`config.mk`:
```
export PLATFORM = sky130hd
export DESIGN_NAME = dsr_sram_ctl_flat
export DESIGN_NICKNAME = d
export VERILOG_FILES = /design/src/hdl/dsr_pkg.sv /design/src/hdl/dsr_link_if.sv /design/src/hdl/dsr_sram_ctl.sv /design/src/flat_wrapper.sv
export SDC_FILE = /design/constraint.sdc
export NUM_CORES = 1
export LEC_CHECK = 0
export ABC_CLOCK_PERIOD_IN_PS = 4650
export BUFFER_PORTS_ARGS = -buffer_cell sky130_fd_sc_hd__clkbuf_2
export CAP_MARGIN = 5
export CORE_UTILIZATION = 45
export DETAILED_ROUTE_END_ITERATION = 8
export PLACE_DENSITY = 0.69
export SLEW_MARGIN = 20
export SYNTH_ARGS = -nofsm -noshare
export SYNTH_HDL_FRONTEND = slang
export SYNTH_SLANG_ARGS = --single-unit
```
`constraint.sdc`:
```
create_clock -name i_clk -period 4.65 [get_ports i_clk]
set_input_delay 1.1625 -clock i_clk [delete_from_list [all_inputs] [get_ports i_clk]]
set_output_delay 1.1625 -clock i_clk [all_outputs]
set_load 0.03 [all_outputs]
```
`src/hdl/dsr_pkg.sv`:
```
// Shared constants for the burst SRAM link: widths, phases, beat counts
package dsr_pkg;
  // Default geometry: 36-bit words, 19-bit burst address, 4 write lanes
  localparam int DATA_W     = 36;
  localparam int ADDR_W     = 19;
  localparam int LANES      = 4;
  localparam int BURST_LEN  = 4;
  localparam int FIFO_DEPTH = 2;

  // Clock phases: even phases are positive-clock edges, odd ones negative
  localparam logic [1:0] PH_RD_SLOT  = 2'h0;
  localparam logic [1:0] PH_WR_READY = 2'h1;
  localparam logic [1:0] PH_WR_SLOT  = 2'h2;
  localparam logic [1:0] PH_RD_READY = 2'h3;
  localparam logic [1:0] PH_RESET    = 2'h3;

  // Beat counters
  localparam logic [1:0] BEAT_FIRST  = 2'h0;
  localparam logic [1:0] BEAT_SECOND = 2'h1;
  localparam logic [1:0] BEAT_LAST   = 2'h3;
  localparam logic [2:0] BEATS_ALL   = 3'h4;
endpackage : dsr_pkg

```
`src/hdl/dsr_link_if.sv`:
```
// Pin-level link between the memory controller and the burst SRAM
`timescale 1ns/1ps
`default_nettype none
interface dsr_link_if #(
  parameter int DW = dsr_pkg::DATA_W,
  parameter int AW = dsr_pkg::ADDR_W,
  parameter int NB = dsr_pkg::LANES
) ();
  logic          pos_phase;
  logic [AW-1:0] addr;
  logic          write_port_select_n;
  logic          read_port_select_n;
  logic [NB-1:0] byte_write_mask_n;
  logic [DW-1:0] wr_data;
  logic [DW-1:0] rd_data;
  logic          rd_data_oe_n;
  logic          read_valid_flag;
  logic          echo_clock_out;

  modport device (
    input  pos_phase, addr, write_port_select_n, read_port_select_n,
    input  byte_write_mask_n, wr_data,
    output rd_data, rd_data_oe_n, read_valid_flag, echo_clock_out
  );
  modport ctrl (
    output pos_phase, addr, write_port_select_n, read_port_select_n,
    output byte_write_mask_n, wr_data,
    input  rd_data, rd_data_oe_n, read_valid_flag, echo_clock_out
  );
endinterface : dsr_link_if
`default_nettype wire

```
`src/hdl/dsr_sram_ctl.sv`:
```
// Memory controller end: issues bursts, buffers read bursts for the user
`timescale 1ns/1ps
`default_nettype none
module dsr_sram_ctl #(
  parameter int DW    = dsr_pkg::DATA_W,
  parameter int AW    = dsr_pkg::ADDR_W,
  parameter int NB    = dsr_pkg::LANES,
  parameter int DEPTH = dsr_pkg::FIFO_DEPTH
) (
  // Clock and reset
  input  wire logic            i_clk,
  input  wire logic            i_rst_n,
  // Link
  dsr_link_if.ctrl             lnk,
  // Write burst request
  input  wire logic            i_wr_valid,
  input  wire logic [AW-1:0]   i_wr_addr,
  input  wire logic [4*DW-1:0] i_wr_data,
  input  wire logic [4*NB-1:0] i_wr_mask_n,
  output logic                 o_wr_ready,
  // Read burst request
  input  wire logic            i_rd_valid,
  input  wire logic [AW-1:0]   i_rd_addr,
  output logic                 o_rd_ready,
  // Read burst data
  output logic                 o_rdq_valid,
  output logic [4*DW-1:0]      o_rdq_data,
  input  wire logic            i_rdq_ready
);
  localparam int BW = 4 * DW;
  localparam int FW = $clog2(DEPTH + 1);

  typedef struct packed {
    logic [1:0]              ph;
    logic                    pos;
    logic [AW-1:0]           addr;
    logic                    wsel_n;
    logic                    rsel_n;
    logic [NB-1:0]           mask_n;
    logic [DW-1:0]           wd;
    logic [BW-1:0]           wbuf;
    logic [4*NB-1:0]         wmbuf;
    logic [2:0]              wleft;
    logic                    wr_rdy;
    logic                    rd_rdy;
    logic [1:0]              outst;
    logic [BW-1:0]           cap;
    logic [1:0]              ccnt;
    logic [DEPTH-1:0][BW-1:0] fifo;
    logic [FW-1:0]           fcnt;
    logic                    fvld;
  } dsr_ctl_st_t;

  dsr_ctl_st_t st_ff;
  dsr_ctl_st_t nxt_st;

  always_comb begin
    int unsigned wp;
    logic        push;
    logic        pop;
    wp     = 0;
    push   = 1'b0;
    pop    = 1'b0;
    nxt_st = st_ff;
    nxt_st.ph     = st_ff.ph + 2'h1;
    nxt_st.pos    = ~nxt_st.ph[0];
    nxt_st.wsel_n = 1'b1;
    nxt_st.rsel_n = 1'b1;
    nxt_st.mask_n = '1;
    nxt_st.wd     = '0;
    // Write beats drain every edge; last beat may share a new select
    if (st_ff.wleft != 3'h0) begin
      nxt_st.wd     = st_ff.wbuf[DW-1:0];
      nxt_st.mask_n = st_ff.wmbuf[NB-1:0];
      nxt_st.wbuf   = st_ff.wbuf >> DW;
      nxt_st.wmbuf  = st_ff.wmbuf >> NB;
      nxt_st.wleft  = st_ff.wleft - 3'h1;
    end
    // Write burst: select on a write slot, beats on the next four edges
    if (st_ff.wr_rdy && i_wr_valid) begin
      nxt_st.wsel_n = 1'b0;
      nxt_st.addr   = i_wr_addr;
      nxt_st.wbuf   = i_wr_data;
      nxt_st.wmbuf  = i_wr_mask_n;
      nxt_st.wleft  = dsr_pkg::BEATS_ALL;
    end
    // Read burst: select on the alternate positive edge
    if (st_ff.rd_rdy && i_rd_valid) begin
      nxt_st.rsel_n = 1'b0;
      nxt_st.addr   = i_rd_addr;
      nxt_st.outst  = nxt_st.outst + 2'h1;
    end
    // Capture read beats, first beat lands in the low word
    if (lnk.read_valid_flag) begin
      nxt_st.cap  = {lnk.rd_data, st_ff.cap[BW-1:DW]};
      nxt_st.ccnt = st_ff.ccnt + 2'h1;
      if (st_ff.ccnt == dsr_pkg::BEAT_LAST) begin
        push         = 1'b1;
        nxt_st.outst = nxt_st.outst - 2'h1;
      end
    end
    // Two-entry burst buffer, head always in entry zero
    pop = st_ff.fvld && i_rdq_ready;
    if (pop) begin
      for (int i = 0; i < DEPTH - 1; i++) begin
        nxt_st.fifo[i] = st_ff.fifo[i+1];
      end
      nxt_st.fcnt = st_ff.fcnt - FW'(1);
    end
    if (push) begin
      wp = 32'(nxt_st.fcnt);
      nxt_st.fifo[wp] = nxt_st.cap;
      nxt_st.fcnt     = nxt_st.fcnt + FW'(1);
    end
    nxt_st.fvld   = nxt_st.fcnt != '0;
    nxt_st.wr_rdy = nxt_st.ph == dsr_pkg::PH_WR_READY;
    nxt_st.rd_rdy = (nxt_st.ph == dsr_pkg::PH_RD_READY) &&
                    (32'(nxt_st.fcnt) + 32'(nxt_st.outst) < DEPTH);
  end

  always_ff @(posedge i_clk) begin
    if (!i_rst_n) begin
      st_ff        <= '0;
      st_ff.ph     <= dsr_pkg::PH_RESET;
      st_ff.wsel_n <= 1'b1;
      st_ff.rsel_n <= 1'b1;
      st_ff.mask_n <= '1;
    end else begin
      st_ff <= nxt_st;
    end
  end

  assign lnk.pos_phase           = st_ff.pos;
  assign lnk.addr                = st_ff.addr;
  assign lnk.write_port_select_n = st_ff.wsel_n;
  assign lnk.read_port_select_n  = st_ff.rsel_n;
  assign lnk.byte_write_mask_n   = st_ff.mask_n;
  assign lnk.wr_data             = st_ff.wd;
  assign o_wr_ready              = st_ff.wr_rdy;
  assign o_rd_ready              = st_ff.rd_rdy;
  assign o_rdq_valid             = st_ff.fvld;
  assign o_rdq_data              = st_ff.fifo[0];
endmodule : dsr_sram_ctl
`default_nettype wire

```
`src/flat_wrapper.sv`:
```
// flat-port wrapper written by rule: the top's interface ports become plain ports
module dsr_sram_ctl_flat 
#(
  parameter int DW    = dsr_pkg::DATA_W,
  parameter int AW    = dsr_pkg::ADDR_W,
  parameter int NB    = dsr_pkg::LANES,
  parameter int DEPTH = dsr_pkg::FIFO_DEPTH
)
  (i_clk, i_rst_n, i_wr_valid, i_wr_addr, i_wr_data, i_wr_mask_n, o_wr_ready, i_rd_valid, i_rd_addr, o_rd_ready, o_rdq_valid, o_rdq_data, i_rdq_ready, lnk_pos_phase, lnk_addr, lnk_write_port_select_n, lnk_read_port_select_n, lnk_byte_write_mask_n, lnk_wr_data, lnk_rd_data, lnk_rd_data_oe_n, lnk_read_valid_flag, lnk_echo_clock_out);
  dsr_link_if #(.DW(DW), .AW(AW), .NB(NB)) lnk_i ();
  input  wire logic i_clk;
  input  wire logic i_rst_n;
  input  wire logic i_wr_valid;
  input  wire logic [AW-1:0] i_wr_addr;
  input  wire logic [4*DW-1:0] i_wr_data;
  input  wire logic [4*NB-1:0] i_wr_mask_n;
  output logic o_wr_ready;
  input  wire logic i_rd_valid;
  input  wire logic [AW-1:0] i_rd_addr;
  output logic o_rd_ready;
  output logic o_rdq_valid;
  output logic [4*DW-1:0] o_rdq_data;
  input  wire logic i_rdq_ready;
  output wire logic [$bits(lnk_i.pos_phase)-1:0] lnk_pos_phase;
  output wire logic [$bits(lnk_i.addr)-1:0] lnk_addr;
  output wire logic [$bits(lnk_i.write_port_select_n)-1:0] lnk_write_port_select_n;
  output wire logic [$bits(lnk_i.read_port_select_n)-1:0] lnk_read_port_select_n;
  output wire logic [$bits(lnk_i.byte_write_mask_n)-1:0] lnk_byte_write_mask_n;
  output wire logic [$bits(lnk_i.wr_data)-1:0] lnk_wr_data;
  input wire logic [$bits(lnk_i.rd_data)-1:0] lnk_rd_data;
  input wire logic [$bits(lnk_i.rd_data_oe_n)-1:0] lnk_rd_data_oe_n;
  input wire logic [$bits(lnk_i.read_valid_flag)-1:0] lnk_read_valid_flag;
  input wire logic [$bits(lnk_i.echo_clock_out)-1:0] lnk_echo_clock_out;
  assign lnk_pos_phase = lnk_i.pos_phase;
  assign lnk_addr = lnk_i.addr;
  assign lnk_write_port_select_n = lnk_i.write_port_select_n;
  assign lnk_read_port_select_n = lnk_i.read_port_select_n;
  assign lnk_byte_write_mask_n = lnk_i.byte_write_mask_n;
  assign lnk_wr_data = lnk_i.wr_data;
  assign lnk_i.rd_data = lnk_rd_data;
  assign lnk_i.rd_data_oe_n = lnk_rd_data_oe_n;
  assign lnk_i.read_valid_flag = lnk_read_valid_flag;
  assign lnk_i.echo_clock_out = lnk_echo_clock_out;
  dsr_sram_ctl #(.DW(DW), .AW(AW), .NB(NB), .DEPTH(DEPTH)) u_core (.i_clk(i_clk), .i_rst_n(i_rst_n), .lnk(lnk_i), .i_wr_valid(i_wr_valid), .i_wr_addr(i_wr_addr), .i_wr_data(i_wr_data), .i_wr_mask_n(i_wr_mask_n), .o_wr_ready(o_wr_ready), .i_rd_valid(i_rd_valid), .i_rd_addr(i_rd_addr), .o_rd_ready(o_rd_ready), .o_rdq_valid(o_rdq_valid), .o_rdq_data(o_rdq_data), .i_rdq_ready(i_rdq_ready));
endmodule
```
==> results.toml <==
[run_status]
outcome = "finished, final reports clean"

[critical_path]
end_kind = "register"
crit_start = "i_rdq_ready"
required_ps = 5170
cp_max_fo = 44
endpoint = "u_core.o_rdq_data[134]"
r2r_slack_ps = 1580
worstPathArrival_ps = 3740
crit_type = "input pin to register"
crit-reg2reg-capture = "u_core.o_rdq_data[134]"
crit_path_start_kind = "input pin"
reg2reg_depth = 7
r2r_start = "u_core.o_rdq_valid"

[yosys]
syn_nets = 3372
yosysUniqueCellTypes = 34
synthesis.area_sq_mm = 0.0283
syn-instance-count = 3122
avgSynthCellArea_sq_um = 9.06
yosysWarningCount = 0
yosysSeqAreaShare_pct = 47.3
ys_seq_elements = 668

[finish]
num-nets-final = 3424
fillCellCount = 5802
seqCellArea_sq_mm = 0.0134
layout-drive-gt1-share_pct = 23.8
multiInputGateArea_sq_mm = 0.0121
area_growth_pct = 12.4
layout.cells.non_filler = 4072

[global_routing]
grt_remaining_overflow = 0
use_met3_pct = 4.38
grt_max_degree = 145
gr-usage-met2_pct = 34.5
grt_pass1_vias = 20580
grt_pass1_wl_microns = 122000
grtUsageTotal_pct = 24.2
antenna_found_initial = 10
grt.met1_usage_pct = 35.7
grt_most_used_layer = "met1"

[detailed_routing]
wl_microns = 80500
ant_nets = 0
drc = 0
vias_per_cell = 5.62
num_vias = 22899
wl_per_cell_microns = 19.8
dr.first_iter.drc_count = 2063
dr.pass1.iters = 5

[floorplan]
die_y_microns = 253
dieArea_sq_mm = 0.0639
coreArea_sq_mm = 0.0619
die-width_microns = 253
start_util_pct = 45.7
rows = 91
num_io_pins = 451

[run]
maxCapViolCount = 0

[timing]
fin_crit_ps = 3210
skew_ps = 16.6
rsz0062_at_grt = "false"
hold_ws_ps = 439
fin_crit_sh_pct = 69.1
finalSetupViolations = 0
tightest_slew_ps = 961
fin_tns_setup_ps = 0
slew_headroom_pct = 35.9
max_freq_mhz = 311
drv_slew = 0
hold_viol_final = 0

[hold_path]
min_path_type = "register to register"
worstHoldStart = "u_core.st_ff[446]"

[pwr]
total_power_w = 0.0135
p_per_area_mw_per_mm2 = 426
leakagePower_nw = 12.6
max-vdd-ir-drop_v = 0.000301

[clock_tree]
cts_tree = "built"
cts_buffers = 72
htree_levels = 3
clockBufferDepth = 3
postCtsHoldBufs = 0
cts_setup_buffers = 0
cts_sinks = 668
cts-root-buf = "clkbuf_16"
cts-resized-gates = 0
clk_pin_slew_ps = 60
clk_latency_ps = 610

[placed_design]
port_buffers = 448
hpwl_microns = 49900
finalWeightedCongestion = 0.848
dp_cells = 3937
cell usage after synthesis (all sizes together):
cell    count  area (sq um)
dfxtp     668         13400
nand2     471          1770
buf       337          2210
a211oi    289          2930
nor2      289          1080
a21oi     190           951
and3      182          1140
clkbuf    178           668
mux2i     148          1480
nand4     144           901
a311oi    140          1230
nand3      44           220
inv         8          30.0
ha          7          87.6
or3         4          25.0
and2        3          18.8
nand2b      3          18.8
a21bo       2          20.0
nor3b       2          15.0
o21a        2          15.0
xnor2       2          17.5
xor2        2          17.5
a21boi      1          7.51
and3b       1          8.76
and4        1          8.76
fa          1          20.0
nand3b      1          7.51
nor2b       1          6.26
nor3        1          5.00
critical path, cell delays in order:
cell and delay (ps):
buf_4 260, nand3b_1 240, xor2_1 450, ha_1 220, and3_4 610, buf_12 370, a211oi_2 90, a211oi_2 240
registers in the layout (all words and copies together), names as in the netlist:
| register | count |
|---|---|
| u_core.o_wr_ready | 1 |
| u_core.lnk.byte_write_mask_n | 4 |
| u_core.lnk.write_port_select_n | 1 |
| u_core.o_rd_ready | 1 |
| u_core.lnk.read_port_select_n | 1 |
| u_core.o_rdq_valid | 1 |
| u_core.lnk.wr_data | 36 |
| u_core.lnk.addr | 19 |
| u_core.st_ff | 459 |
| u_core.o_rdq_data | 144 |
| u_core.lnk.pos_phase | 1 |
layer usage:
| layer | share of wire [%] | wire [microns] |
|---|---|---|
| met1 | 47 | 38000 |
| met2 | 43 | 34500 |
| met3 | 6.9 | 5540 |
| met4 | 3.1 | 2510 |
| met5 | 0 | 0 |
worst min-delay path by stage:
| stage | cells past startpoint | endpoint |
|---|---|---|
| 2_1_floorplan | 1 | u_core.lnk.byte_write_mask_n[0] |
| 3_3_place_gp | 1 | u_core.lnk.byte_write_mask_n[2] |
| 3_5_place_dp | 1 | u_core.lnk.byte_write_mask_n[2] |
| 4_1_cts | 1 | u_core.lnk.byte_write_mask_n[2] |
| 5_1_grt | 2 | u_core.st_ff[176] |
| 6_report | 1 | u_core.lnk.byte_write_mask_n[2] |
stage by stage:
| stage | setup WS (ps) | area [sq um] | util, % |
|---|---|---|---|
| 6_report | 1440 | 31800 | 51.3 |
| 5_1_grt | 1270 | 31800 | 51.3 |
| 4_1_cts | 1470 | 31800 | 51.3 |
| 3_5_place_dp | 867 | 29400 | 47.5 |
| 3_3_place_gp | 870 | 29400 | 47.5 |
| 2_1_floorplan | 1450 | 28300 | - |
placed cells by master, fill, tap and decap left out, types with 3 or more instances in the layout:
| cell type | instances |
|---|---|
| inv_1 | 7 |
| and3_1 | 181 |
| nand2_1 | 469 |
| a311oi_1 | 140 |
| or3_1 | 4 |
| clkbuf_1 | 15 |
| clkbuf_16 | 73 |
| mux2i_1 | 148 |
| nor2_1 | 289 |
| buf_4 | 23 |
| a21oi_1 | 190 |
| clkbuf_2 | 446 |
| ha_1 | 5 |
| nand3_1 | 43 |
| bufinv_16 | 4 |
| dfxtp_1 | 667 |
| nand4_1 | 144 |
| buf_12 | 22 |
| a211oi_2 | 152 |
| a211oi_1 | 137 |
| clkbuf_8 | 14 |
| diode_2 | 9 |
| inv_16 | 3 |
| clkinv_2 | 15 |
kinds of logic (layout without fill, tap and decap cells):
kind of cell	Yosys count	after routing	share of synthesized area, %
compound gates	624	624	18.2
xor+xnor	4	4	0.124
fa+ha+maj	8	8	0.380
buf+inv	523	627	10.3
flops	668	668	47.3
mux	148	148	5.24
other cells	0	9	0
simple gates	1147	1147	18.5
power by group:
group          internal, W  switching [W]
clock network      0.00335        0.00240
logic             0.000419        0.00134
registers          0.00589       0.000135
final cells by class:
type	instances	share of cell area (%)
diodes	9	0.0709
clock buffers	102	6.53
clock inverters	24	0.858
inverters	8	0.118
multi-input cells	1931	38.0
flip-flops and latches	668	42.1
well taps	837	3.30
repair buffers	493	9.04
(Power assumes the default switching activity.)
